**src/hw/dia_pkg.sv**
```systemverilog
package dia_pkg;
   localparam int DIA_DATA_W = 32;
   localparam int DIA_UNIT_W = 16;
   localparam int DIA_DIV_UNITS = 4;
   localparam int DIA_CTR_FIRST = 200;
   localparam int DIA_CTR_LAST = 255;
   localparam logic [31:0] DIA_MOST_NEG = 32'h8000_0000;
   localparam logic [31:0] DIA_ZERO_WORD = 32'h0000_0000;
   localparam logic [31:0] DIA_ONE_WORD = 32'h0000_0001;
   localparam logic [5:0] DIA_ITER_LAST = 6'h1F;
   localparam logic [5:0] DIA_ROOT_ITER_LAST = 6'h0F;
   localparam logic [5:0] DIA_ITER_RESET = 6'h00;

   typedef enum logic [2:0]
   {
      DIA_OP_DIV = 3'h0,
      DIA_OP_SQRT = 3'h1,
      DIA_OP_INC = 3'h2,
      DIA_OP_DEC = 3'h3,
      DIA_OP_ABS = 3'h4,
      DIA_OP_NEG = 3'h5
   } dia_op_t;

   typedef struct packed
   {
      dia_op_t op;
      logic dest_is_counter;
      logic [7:0] counter_index;
      logic [31:0] src_a;
      logic [31:0] src_b;
   } dia_req_t;

   typedef struct packed
   {
      logic [15:0] unit0;
      logic [15:0] unit1;
      logic [15:0] unit2;
      logic [15:0] unit3;
      logic [2:0] unit_count;
      logic zero_flag;
      logic borrow_flag;
      logic flags_valid;
      logic div_zero_err;
      logic operand_err;
   } dia_resp_t;
endpackage : dia_pkg

```
**src/hw/dia_divsqrt.sv**
```systemverilog
`timescale 1ns/1ns
// shared iterative core: unsigned restoring divide or bitwise square root
module dia_divsqrt
   import dia_pkg::*;
(
   input wire logic clk_in,
   input wire logic rst_n_in,
   input wire logic start_in,
   input wire logic is_sqrt_in,
   input wire logic [31:0] num_in,
   input wire logic [31:0] den_in,
   output logic done_out,
   output logic [31:0] quot_out,
   output logic [31:0] rem_out
);
   logic busy_reg;
   logic sqrt_reg;
   logic [5:0] iter_reg;
   logic [31:0] num_reg;
   logic [31:0] den_reg;
   logic [31:0] quot_reg;
   logic [33:0] rem_reg;
   logic [33:0] trial;
   logic [33:0] rem_shift;
   logic trial_ok;

   always_comb
   begin
      if (sqrt_reg)
      begin
         // two source bits per step, trial = 4*root + 1
         rem_shift = {rem_reg[31:0], num_reg[31:30]};
         trial = {quot_reg, 2'b01};
      end
      else
      begin
         rem_shift = {rem_reg[32:0], num_reg[31]};
         trial = {2'b00, den_reg};
      end
      trial_ok = (rem_shift >= trial);
   end

   always_ff @(posedge clk_in)
   begin
      if (!rst_n_in)
      begin
         busy_reg <= 1'b0;
         done_out <= 1'b0;
         sqrt_reg <= 1'b0;
         iter_reg <= DIA_ITER_RESET;
         num_reg <= DIA_ZERO_WORD;
         den_reg <= DIA_ZERO_WORD;
         quot_reg <= DIA_ZERO_WORD;
         rem_reg <= 34'h0_0000_0000;
      end
      else
      begin
         done_out <= 1'b0;
         if (start_in && !busy_reg)
         begin
            busy_reg <= 1'b1;
            sqrt_reg <= is_sqrt_in;
            iter_reg <= is_sqrt_in ? DIA_ROOT_ITER_LAST : DIA_ITER_LAST;
            num_reg <= num_in;
            den_reg <= den_in;
            quot_reg <= DIA_ZERO_WORD;
            rem_reg <= 34'h0_0000_0000;
         end
         else if (busy_reg)
         begin
            rem_reg <= trial_ok ? rem_shift - trial : rem_shift;
            quot_reg <= {quot_reg[30:0], trial_ok};
            num_reg <= sqrt_reg ? {num_reg[29:0], 2'b00}
                                : {num_reg[30:0], 1'b0};
            if (iter_reg == DIA_ITER_RESET)
            begin
               busy_reg <= 1'b0;
               done_out <= 1'b1;
            end
            else
               iter_reg <= iter_reg - 6'h01;
         end
      end
   end

   assign quot_out = quot_reg;
   assign rem_out = rem_reg[31:0];
endmodule : dia_divsqrt

```
**src/hw/dia_unit.sv**
```systemverilog
`timescale 1ns/1ns
// Overview of operation
// - enabled divide: first operand over second
// - divide writes quotient pair then remainder pair
// - zero divisor: error, destination untouched
// - enabled square root of 32-bit source
// - zero root sets zero flag
// - discarded root fraction sets borrow flag
// - negative root source: operand error, skip
// - increment wraps around 32-bit signed range
// - increment counter target only counters 200 to 255
// - decrement wraps around 32-bit signed range
// - magnitude of source written to destination
// - magnitude of most negative: operand error
// - negation writes two's-complement negative
// - negation of most negative: operand error
module dia_unit
   import dia_pkg::*;
(
   input wire logic MCLK_IN,
   input wire logic RST_N_IN,
   input wire logic REQ_VALID_IN,
   input wire logic POWER_FLOW_IN,
   input wire dia_req_t REQ_IN,
   output logic REQ_READY_OUT,
   output logic RESP_VALID_OUT,
   output logic RESP_WRITE_OUT,
   output dia_resp_t RESP_OUT
);
   typedef enum logic [2:0]
   {
      DIA_ST_IDLE = 3'b001,
      DIA_ST_ITER = 3'b010,
      DIA_ST_DONE = 3'b100
   } dia_state_t;

   dia_state_t state_reg;
   dia_state_t state_next;
   dia_op_t op_reg;
   logic sign_q_reg;
   logic sign_r_reg;
   logic [31:0] sqrt_src_reg;
   logic core_start;
   logic core_done;
   logic [31:0] core_quot;
   logic [31:0] core_rem;
   logic [31:0] quot_signed;
   logic [31:0] rem_signed;
   logic take;
   logic is_iter_op;
   logic [31:0] abs_a;
   logic [31:0] abs_b;
   logic [31:0] simple_val;
   logic simple_err;
   logic simple_div0;
   logic [31:0] sq_check;
   logic simple_fire;
   logic iter_fire;
   logic resp_fire;
   logic [31:0] first_word;
   logic [31:0] second_word;
   logic [3:0][15:0] unit_next;
   logic [3:0][15:0] unit_reg;
   logic [2:0] count_next;
   logic [2:0] count_reg;
   logic zero_next;
   logic zero_reg;
   logic borrow_next;
   logic borrow_reg;
   logic flags_next;
   logic flags_reg;
   logic div0_next;
   logic div0_reg;
   logic opnd_next;
   logic opnd_reg;

   function automatic logic [31:0] magnitude(input logic [31:0] v);
      magnitude = v[31] ? (DIA_ZERO_WORD - v) : v;
   endfunction : magnitude

   function automatic logic counter_ok(input logic [7:0] idx);
      counter_ok = (32'(idx) >= DIA_CTR_FIRST)
                   && (32'(idx) <= DIA_CTR_LAST);
   endfunction : counter_ok

   assign REQ_READY_OUT = (state_reg == DIA_ST_IDLE);
   assign take = REQ_VALID_IN && REQ_READY_OUT && POWER_FLOW_IN;
   assign abs_a = magnitude(REQ_IN.src_a);
   assign abs_b = magnitude(REQ_IN.src_b);
   assign is_iter_op = ((REQ_IN.op == DIA_OP_DIV)
                        && (REQ_IN.src_b != DIA_ZERO_WORD))
                       || ((REQ_IN.op == DIA_OP_SQRT) && !REQ_IN.src_a[31]);
   assign core_start = take && is_iter_op;

   always_comb
   begin
      simple_val = DIA_ZERO_WORD;
      simple_err = 1'b0;
      simple_div0 = 1'b0;
      unique case (REQ_IN.op)
         DIA_OP_DIV:
            simple_div0 = (REQ_IN.src_b == DIA_ZERO_WORD);
         DIA_OP_SQRT:
            simple_err = REQ_IN.src_a[31];
         DIA_OP_INC:
         begin
            // plain 32-bit add wraps max to min by itself
            simple_val = REQ_IN.src_a + DIA_ONE_WORD;
            simple_err = REQ_IN.dest_is_counter
                         && !counter_ok(REQ_IN.counter_index);
         end
         DIA_OP_DEC:
            simple_val = REQ_IN.src_a - DIA_ONE_WORD;
         DIA_OP_ABS:
         begin
            simple_val = abs_a;
            simple_err = (REQ_IN.src_a == DIA_MOST_NEG);
         end
         DIA_OP_NEG:
         begin
            simple_val = DIA_ZERO_WORD - REQ_IN.src_a;
            simple_err = (REQ_IN.src_a == DIA_MOST_NEG);
         end
         default:
            simple_err = 1'b1;
      endcase
   end

   always_comb
   begin
      state_next = state_reg;
      unique case (state_reg)
         DIA_ST_IDLE:
            if (core_start)
               state_next = DIA_ST_ITER;
         DIA_ST_ITER:
            if (core_done)
               state_next = DIA_ST_DONE;
         DIA_ST_DONE:
            state_next = DIA_ST_IDLE;
         default:
            state_next = DIA_ST_IDLE;
      endcase
   end

   always_ff @(posedge MCLK_IN)
   begin
      if (!RST_N_IN)
         state_reg <= DIA_ST_IDLE;
      else
         state_reg <= state_next;
   end

   always_ff @(posedge MCLK_IN)
   begin
      if (!RST_N_IN)
      begin
         op_reg <= DIA_OP_DIV;
         sign_q_reg <= 1'b0;
         sign_r_reg <= 1'b0;
         sqrt_src_reg <= DIA_ZERO_WORD;
      end
      else if (core_start)
      begin
         op_reg <= REQ_IN.op;
         sign_q_reg <= REQ_IN.src_a[31] ^ REQ_IN.src_b[31];
         sign_r_reg <= REQ_IN.src_a[31];
         sqrt_src_reg <= REQ_IN.src_a;
      end
   end

   dia_divsqrt u_core
   (
      .clk_in(MCLK_IN),
      .rst_n_in(RST_N_IN),
      .start_in(core_start),
      .is_sqrt_in(REQ_IN.op == DIA_OP_SQRT),
      .num_in(REQ_IN.op == DIA_OP_SQRT ? REQ_IN.src_a : abs_a),
      .den_in(abs_b),
      .done_out(core_done),
      .quot_out(core_quot),
      .rem_out(core_rem)
   );

   // magnitudes divided unsigned, signs restored afterwards
   assign quot_signed = sign_q_reg ? (DIA_ZERO_WORD - core_quot)
                                   : core_quot;
   assign rem_signed = sign_r_reg ? (DIA_ZERO_WORD - core_rem)
                                  : core_rem;
   // root squared differs from source when a fraction was dropped
   assign sq_check = {16'h0000, core_quot[15:0]}
                     * {16'h0000, core_quot[15:0]};

   // simple ops answer only from idle, the core only while iterating
   assign simple_fire = take && !is_iter_op;
   assign iter_fire = (state_reg == DIA_ST_ITER) && core_done;
   assign resp_fire = simple_fire || iter_fire;

   always_comb
   begin
      first_word = simple_val;
      second_word = DIA_ZERO_WORD;
      count_next = 3'h2;
      flags_next = 1'b0;
      zero_next = 1'b0;
      borrow_next = 1'b0;
      div0_next = simple_div0;
      opnd_next = simple_err;
      if (iter_fire)
      begin
         div0_next = 1'b0;
         opnd_next = 1'b0;
         if (op_reg == DIA_OP_SQRT)
         begin
            first_word = core_quot;
            flags_next = 1'b1;
            zero_next = (core_quot == DIA_ZERO_WORD);
            borrow_next = (sq_check != sqrt_src_reg);
         end
         else
         begin
            first_word = quot_signed;
            second_word = rem_signed;
            count_next = 3'(DIA_DIV_UNITS);
         end
      end
   end

   // low half of each word sits in the lower-numbered unit
   assign unit_next = {second_word, first_word};

   always_ff @(posedge MCLK_IN)
   begin
      if (!RST_N_IN)
      begin
         RESP_VALID_OUT <= 1'b0;
         RESP_WRITE_OUT <= 1'b0;
      end
      else
      begin
         RESP_VALID_OUT <= resp_fire;
         // errors leave the destination alone: no write strobe
         RESP_WRITE_OUT <= iter_fire || (simple_fire && !simple_err
                           && !simple_div0);
      end
   end

   // units hold until the next answer, so the sequencer may read late
   always_ff @(posedge MCLK_IN)
   begin
      if (!RST_N_IN)
         unit_reg <= '0;
      else if (resp_fire)
         unit_reg <= unit_next;
   end

   always_ff @(posedge MCLK_IN)
   begin
      if (!RST_N_IN)
         count_reg <= 3'h0;
      else if (resp_fire)
         count_reg <= count_next;
   end

   always_ff @(posedge MCLK_IN)
   begin
      if (!RST_N_IN)
      begin
         flags_reg <= 1'b0;
         zero_reg <= 1'b0;
         borrow_reg <= 1'b0;
      end
      else if (resp_fire)
      begin
         flags_reg <= flags_next;
         zero_reg <= zero_next;
         borrow_reg <= borrow_next;
      end
   end

   always_ff @(posedge MCLK_IN)
   begin
      if (!RST_N_IN)
      begin
         div0_reg <= 1'b0;
         opnd_reg <= 1'b0;
      end
      else if (resp_fire)
      begin
         div0_reg <= div0_next;
         opnd_reg <= opnd_next;
      end
   end

   assign RESP_OUT = '{unit0: unit_reg[0],
                       unit1: unit_reg[1],
                       unit2: unit_reg[2],
                       unit3: unit_reg[3],
                       unit_count: count_reg,
                       zero_flag: zero_reg,
                       borrow_flag: borrow_reg,
                       flags_valid: flags_reg,
                       div_zero_err: div0_reg,
                       operand_err: opnd_reg};
endmodule : dia_unit

```
**config.mk**
```make
export PLATFORM = sky130hd
export DESIGN_NAME = dia_unit
export DESIGN_NICKNAME = d
export VERILOG_FILES = /design/src/hw/dia_pkg.sv /design/src/hw/dia_divsqrt.sv /design/src/hw/dia_unit.sv
export SDC_FILE = /design/constraint.sdc
export NUM_CORES = 1
export LEC_CHECK = 0
export BUFFER_PORTS_ARGS = -buffer_cell sky130_fd_sc_hd__buf_2
export CORE_MARGIN = 2
export CORE_UTILIZATION = 60
export CTS_CLUSTER_DIAMETER = 200
export DETAILED_ROUTE_END_ITERATION = 12
export HOLD_SLACK_MARGIN = 0.15
export PLACE_DENSITY = 0.79
export SETUP_SLACK_MARGIN = 0.05
export SLEW_MARGIN = 20
export SYNTH_ARGS = -nofsm -noshare
export SYNTH_HDL_FRONTEND = slang
export SYNTH_SLANG_ARGS = --single-unit
export TNS_END_PERCENT = 10
```
**constraint.sdc**
```tcl
create_clock -name MCLK_IN -period 9.1 [get_ports MCLK_IN]
set_input_delay 1.82 -clock MCLK_IN [delete_from_list [all_inputs] [get_ports MCLK_IN]]
set_output_delay 1.82 -clock MCLK_IN [all_outputs]
set_load 0.01 [all_outputs]
```
* Yosys cells after proc, flatten, opt, wreduce, memory -nomap -nowiden
Index checks and enable logic that the tools add are counted.
** Operators by class
- Add/sub/neg operators :: 8
- Multipliers :: 1
- Order comparisons :: 2
- Equality and inequality tests :: 13
- Muxes and demuxes :: 39
- Bitwise operators :: 3
- Reduce and logical (&&, ||, !) cells :: 32
** Operator list (count)
- $mux W32 :: 12
- $pmux W32 S4 :: 1
- $sub A1 B32 Y32 const A :: 4
- $mux W34 :: 2
- $logic_not A32 Y1 :: 2
- $ge A34 B34 Y1 :: 1
- $mux W33 :: 1
- $sub A33 B33 Y33 :: 1
- $add A32 B1 Y32 const B :: 1
- $eq A32 B32 Y1 const B :: 1
- $mul A16 B16 Y32 :: 1
- $ne A32 B32 Y1 :: 1
- $reduce_bool A32 Y1 :: 1
- $sub A32 B1 Y32 const B :: 1
- $mux W6 :: 3
- $mux W1 :: 13
- $mux W3 :: 4
- $logic_and A1 B1 Y1 :: 11
- $eq A3 B1 Y1 const B :: 3
- $eq A3 B2 Y1 const B :: 3
- $ge A8 B8 Y1 const B :: 1
- $eq A3 B3 Y1 const B :: 2
- $logic_not A1 Y1 :: 6
- $logic_not A6 Y1 :: 1
- 13 further kinds :: 21
** Word-level totals
- Register bits :: 252

* Logic depth before layout (Yosys ltp)
- Depth after elaboration :: 8
- Gate-level depth with buffers :: 26
- Depth with buffers taken out :: 24

* Cells and area by module
Synthesis repeated with hierarchy kept, for this count alone.
** Second synthesis, totals
- Cells, all modules :: 3112
- Area total of the unflattened synthesis :: 25471.9 um2
** By module, submodules not included
- dia_unit :: instances 1, cells each 2107, area each 16654.7 um2, sequential area each 2242.2 um2
- dia_divsqrt :: instances 1, cells each 1005, area each 8817.2 um2, sequential area each 2762.6 um2

* Worst setup path before layout
Ideal clock, no wire load.
- Kind :: register -> register
- Start :: reg u_core.quot_reg[2] (netlist: u_core.quot_out[2])
- End :: reg borrow_reg
- Data arrival time :: 6594 ps
- Slack :: 2392 ps
- Stages on the path, launching flop included :: 22
- Buffers on the path :: 3
- Path through :: dfxtp_1 clkbuf_1 clkbuf_1 clkbuf_1 nand2_1 fa_1 fa_1 fa_1 fa_1 fa_1 fa_1 inv_1 ha_1 a21oi_1 nor2b_1 a211o_1 o2111ai_1 a21oi_1 mux2i_1 or4_1 or4_1 o21a_1
** On the way
- Longest elaborated chain between the ends :: 4
** Ends and longest elaborated chain
- start: declaration :: line dia_divsqrt.sv:21 : logic [31:0] quot_reg;
- start signal: assignment :: line dia_divsqrt.sv:72 : quot_reg <= {quot_reg[30:0], trial_ok};
- $mul A16 B16 Y32 :: line dia_unit.sv:192 : * {16'h0000, core_quot[15:0]};
- $ne A32 B32 Y1 :: line dia_unit.sv:218 : borrow_next = (sq_check != sqrt_src_reg);
- $mux W1 :: line dia_unit.sv:213 : if (op_reg == DIA_OP_SQRT)
- $mux W1 :: line dia_unit.sv:209 : if (iter_fire)
- end signal: assignment :: line dia_unit.sv:277 : borrow_reg <= borrow_next;
- end: declaration :: line dia_unit.sv:69 : logic borrow_reg;
Every way passes these cells.
A chain may end at the register's enable or synchronous reset.

* Worst setup path after layout
- Start :: reg u_core.quot_reg[1] (netlist: u_core.quot_out[1])
- End :: reg borrow_reg
The elaborated chain is that of the path after synthesis.

==> results.yml <==
sta:
  finalSetupViolations: 0
  slew_headroom_pct: 27.8
  rsz0062_at_grt: "no"
  tightestPinTransition_ns: 1.08
  slew_viol_final: 0
  finalHoldViolations: 0
  max_clock_freq_mhz: 132
  fin_skew_ns: 0.0117
  setup-tns-final_ns: 0
  hold_ws_ns: 0.452
  post-route-min-period_ns: 7.59
  fin_crit_sh_pct: 83.4
placement:
  place_area_um2: 26000
  dp_hpwl_um: 58700
  dp.cells: 3613
  gp_congestion: 0.966
  portBuffers: 150
synth:
  synth_area_um2: 25100
  ys_seq_area_share_pct: 20.0
  synth_flop_cell: "dfxtp_1"
  synth_cells: 3101
  ys_async_sr_fraction_pct: 0
  synth-simple-area-share_pct: 16.8
  synth-xor-area-share_pct: 8.39
  synth_edf_count: 0
  muxShareOfSynthArea_pct: 6.28
  ys_warn_count: 0
  synthAdderAreaFrac_pct: 21.6
  avgSynthCellArea_um2: 8.08
  ys_seq_elements: 250
  synth_compound_area_share_pct: 19.9
  synth_top_family_by_area: "adder cells"
  synthDistinctLibCells: 79
  synthesis.nets: 3514
min_path:
  hp-class: "reg2reg"
cts:
  path_clk_slew_ns: 0.06
  cts-htree-levels: 1
  clk_latency_ns: 0.59
  cts_root_buf: "clkbuf_16"
  cts_made_buffers: 29
  ctsResizeCount: 0
  postCtsHoldBufs: 0
  cts.sinks: 250
  cts_tree: "yes"
  post_cts_buffers: 0
  clockBufferDepth: 3
setup_path:
  crit_family: "adder cells"
  crit_buf_inv: 5
  required_ns: 9.57
  cp_max_fo: 16
  cp.arrival_ns: 8.06
  cp-start-kind: "flop"
  cp_common_cell: "fa_1"
  critPathSlowestCell: "dfxtp_1"
  cp_cell_sequence: "buf_4, inv_1, nor2_1, fa_1, fa_1, fa_1, inv_1, fa_1, fa_1, fa_1, inv_1, ha_1, inv_1, o21ai_1, a211o_1, o2111ai_1, a21oi_1, nor4bb_1, or4_1, or4_1, o21a_1"
  end_kind: "flop"
  critical_path.max_stage_delay_ns: 0.82
  path_class: "reg2reg"
floorplanning:
  num_rows: 74
  initial_utilization_pct: 61.1
  core_area_um2: 41000
  ios: 155
  die_area_um2: 43400
  die_w_um: 208
  die_h_um: 208
grt:
  grt_start_max_net_pins: 92
  antenna_found_initial: 8
  use_met2_pct: 56.6
  grt_use_total_pct: 35.0
  overflow: 0
  grt_pass1_wl_um: 122000
  met3_usage_pct: 5.42
  grtUsageMet1_pct: 47.7
  grt_pass1_vias: 22500
  busiest_layer: "met2"
final_layout:
  fin_area_um2: 26900
  post-route-util_pct: 65.6
  area_growth_pct: 7.40
  stdcell_count: 3665
  fill_cells: 3482
  fin_nets: 3525
  layout-drive-gt1-share_pct: 9.65
  largest_register_ffs: 64
routing:
  wl_per_cell_um: 21.0
  antenna_left: 0
  first_iter_violations: 2183
  vias_per_cell: 6.30
  wirelength_um: 76900
  first_pass_iters: 6
  dr_total_vias: 23100
  drc_errors: 0
power:
  peakVddDrop_mv: 0.123
  pwr_density_cell_nw_per_um2: 112
  power.static_leakage_uw: 0.0112
status:
  status: "finished, final reports clean"
run:
  max_cap_violations: 0
## cells in the final DEF, fill, tap and decap left out, drive strengths merged, types with 34 or more instances in the layout
master  instances
nand2         305
nor2          285
inv           255
dfxtp         250
a21oi         200
buf           182
fa            167
ha            166
o21ai         133
xnor2         126
mux2i         119
a211oi        116
xor2          114
and2           59
nor3           42
o31ai          40
nand3          39
a22oi          39
clkbuf         38
mux2           34
## power by group
group / total, uW / internal [uW] / switching [uW]
clock: 1180 / 695 / 489
sequential: 1150 / 1120 / 29.5
combinational: 675 / 258 / 416
total: 3010 / 2070 / 935
## cell families (layout without fill, tap and decap cells)
family                     count (synthesis)  after routing
other                                      1              4
muxes                                    153            153
adders and majority gates                333            333
xor gates and xnor gates                 240            240
AOI/OAI and AO/OA                        758            758
buffers and inverters                    455            484
DFF                                      250            250
and+or+nand+nor                          911            911
## cell usage after synthesis (12+ instances only)
cell type / instances / area share [%]
a21boi_0: 15 / 0.45
or3_1: 19 / 0.47
nand3_1: 39 / 0.78
a21o_1: 29 / 0.87
mux2i_1: 119 / 4.8
a211oi_1: 116 / 3.5
o21a_1: 16 / 0.48
ha_1: 166 / 8.3
fa_1: 167 / 13
o221ai_1: 18 / 0.63
dfxtp_1: 250 / 20
nand2b_1: 24 / 0.60
xnor2_1: 126 / 4.4
nor2b_1: 23 / 0.57
or4_1: 18 / 0.54
o21ai_0: 131 / 2.6
o211ai_1: 27 / 0.81
a21oi_1: 199 / 4.0
a22oi_1: 39 / 1.2
nand2_1: 304 / 4.6
xor2_1: 114 / 4.0
and3_1: 19 / 0.47
clkbuf_1: 169 / 2.5
mux2_2: 34 / 1.5
o31ai_1: 40 / 1.2
nor3_1: 42 / 0.84
inv_1: 253 / 3.8
or2_2: 12 / 0.30
and2_1: 59 / 1.5
o41ai_1: 18 / 0.63
nor2_1: 285 / 4.3
buf_1: 17 / 0.25
a31oi_1: 17 / 0.42
nand4_1: 19 / 0.47
o22ai_1: 13 / 0.32
nor4_1: 24 / 0.60
## final cells by class
| class | instances | area [um2] | area share, % |
|---|---|---|---|
| diodes | 3 | 7.51 | 0.0279 |
| well taps | 532 | 666 | 2.47 |
| repair buffers | 182 | 991 | 3.68 |
| multi-input cells | 2396 | 18300 | 68.1 |
| flip-flops and latches | 250 | 5010 | 18.6 |
| clock buffers | 38 | 790 | 2.93 |
| inverters | 253 | 952 | 3.54 |
| clock inverters | 11 | 159 | 0.590 |
## worst min-delay path, delay by kind of cell, from the launching register on
kind | cells | cell delay [ns]
simple gates | 1 | 0.05
compound gates | 1 | 0.05
flops | 1 | 0.30
## worst paths after layout
check	slack [ns]	start	endpoint	depth (start not counted)
hold reg to reg	0.45	flags_reg	flags_reg	2
setup / recovery	1.51	u_core.quot_out[1]	borrow_reg	21
setup reg to reg	1.51	u_core.quot_out[1]	borrow_reg	21
hold / removal	0.45	flags_reg	flags_reg	2
## layer usage
layer / vias to the layer above / part of all wire, %
met5: - / 0.073
met4: 10 / 3.5
met3: 167 / 8.6
met2: 958 / 46
met1: 11100 / 42
li1: 10800 / -
## stage by stage
step	power [uW]	setup WS (ns)
2_1_floorplan	1650	2.39
3_3_place_gp	1820	1.68
3_5_place_dp	1830	1.60
4_1_cts	3000	1.58
5_1_grt	3120	1.15
6_report	3010	1.51
Power figures use the tool's default switching activity.
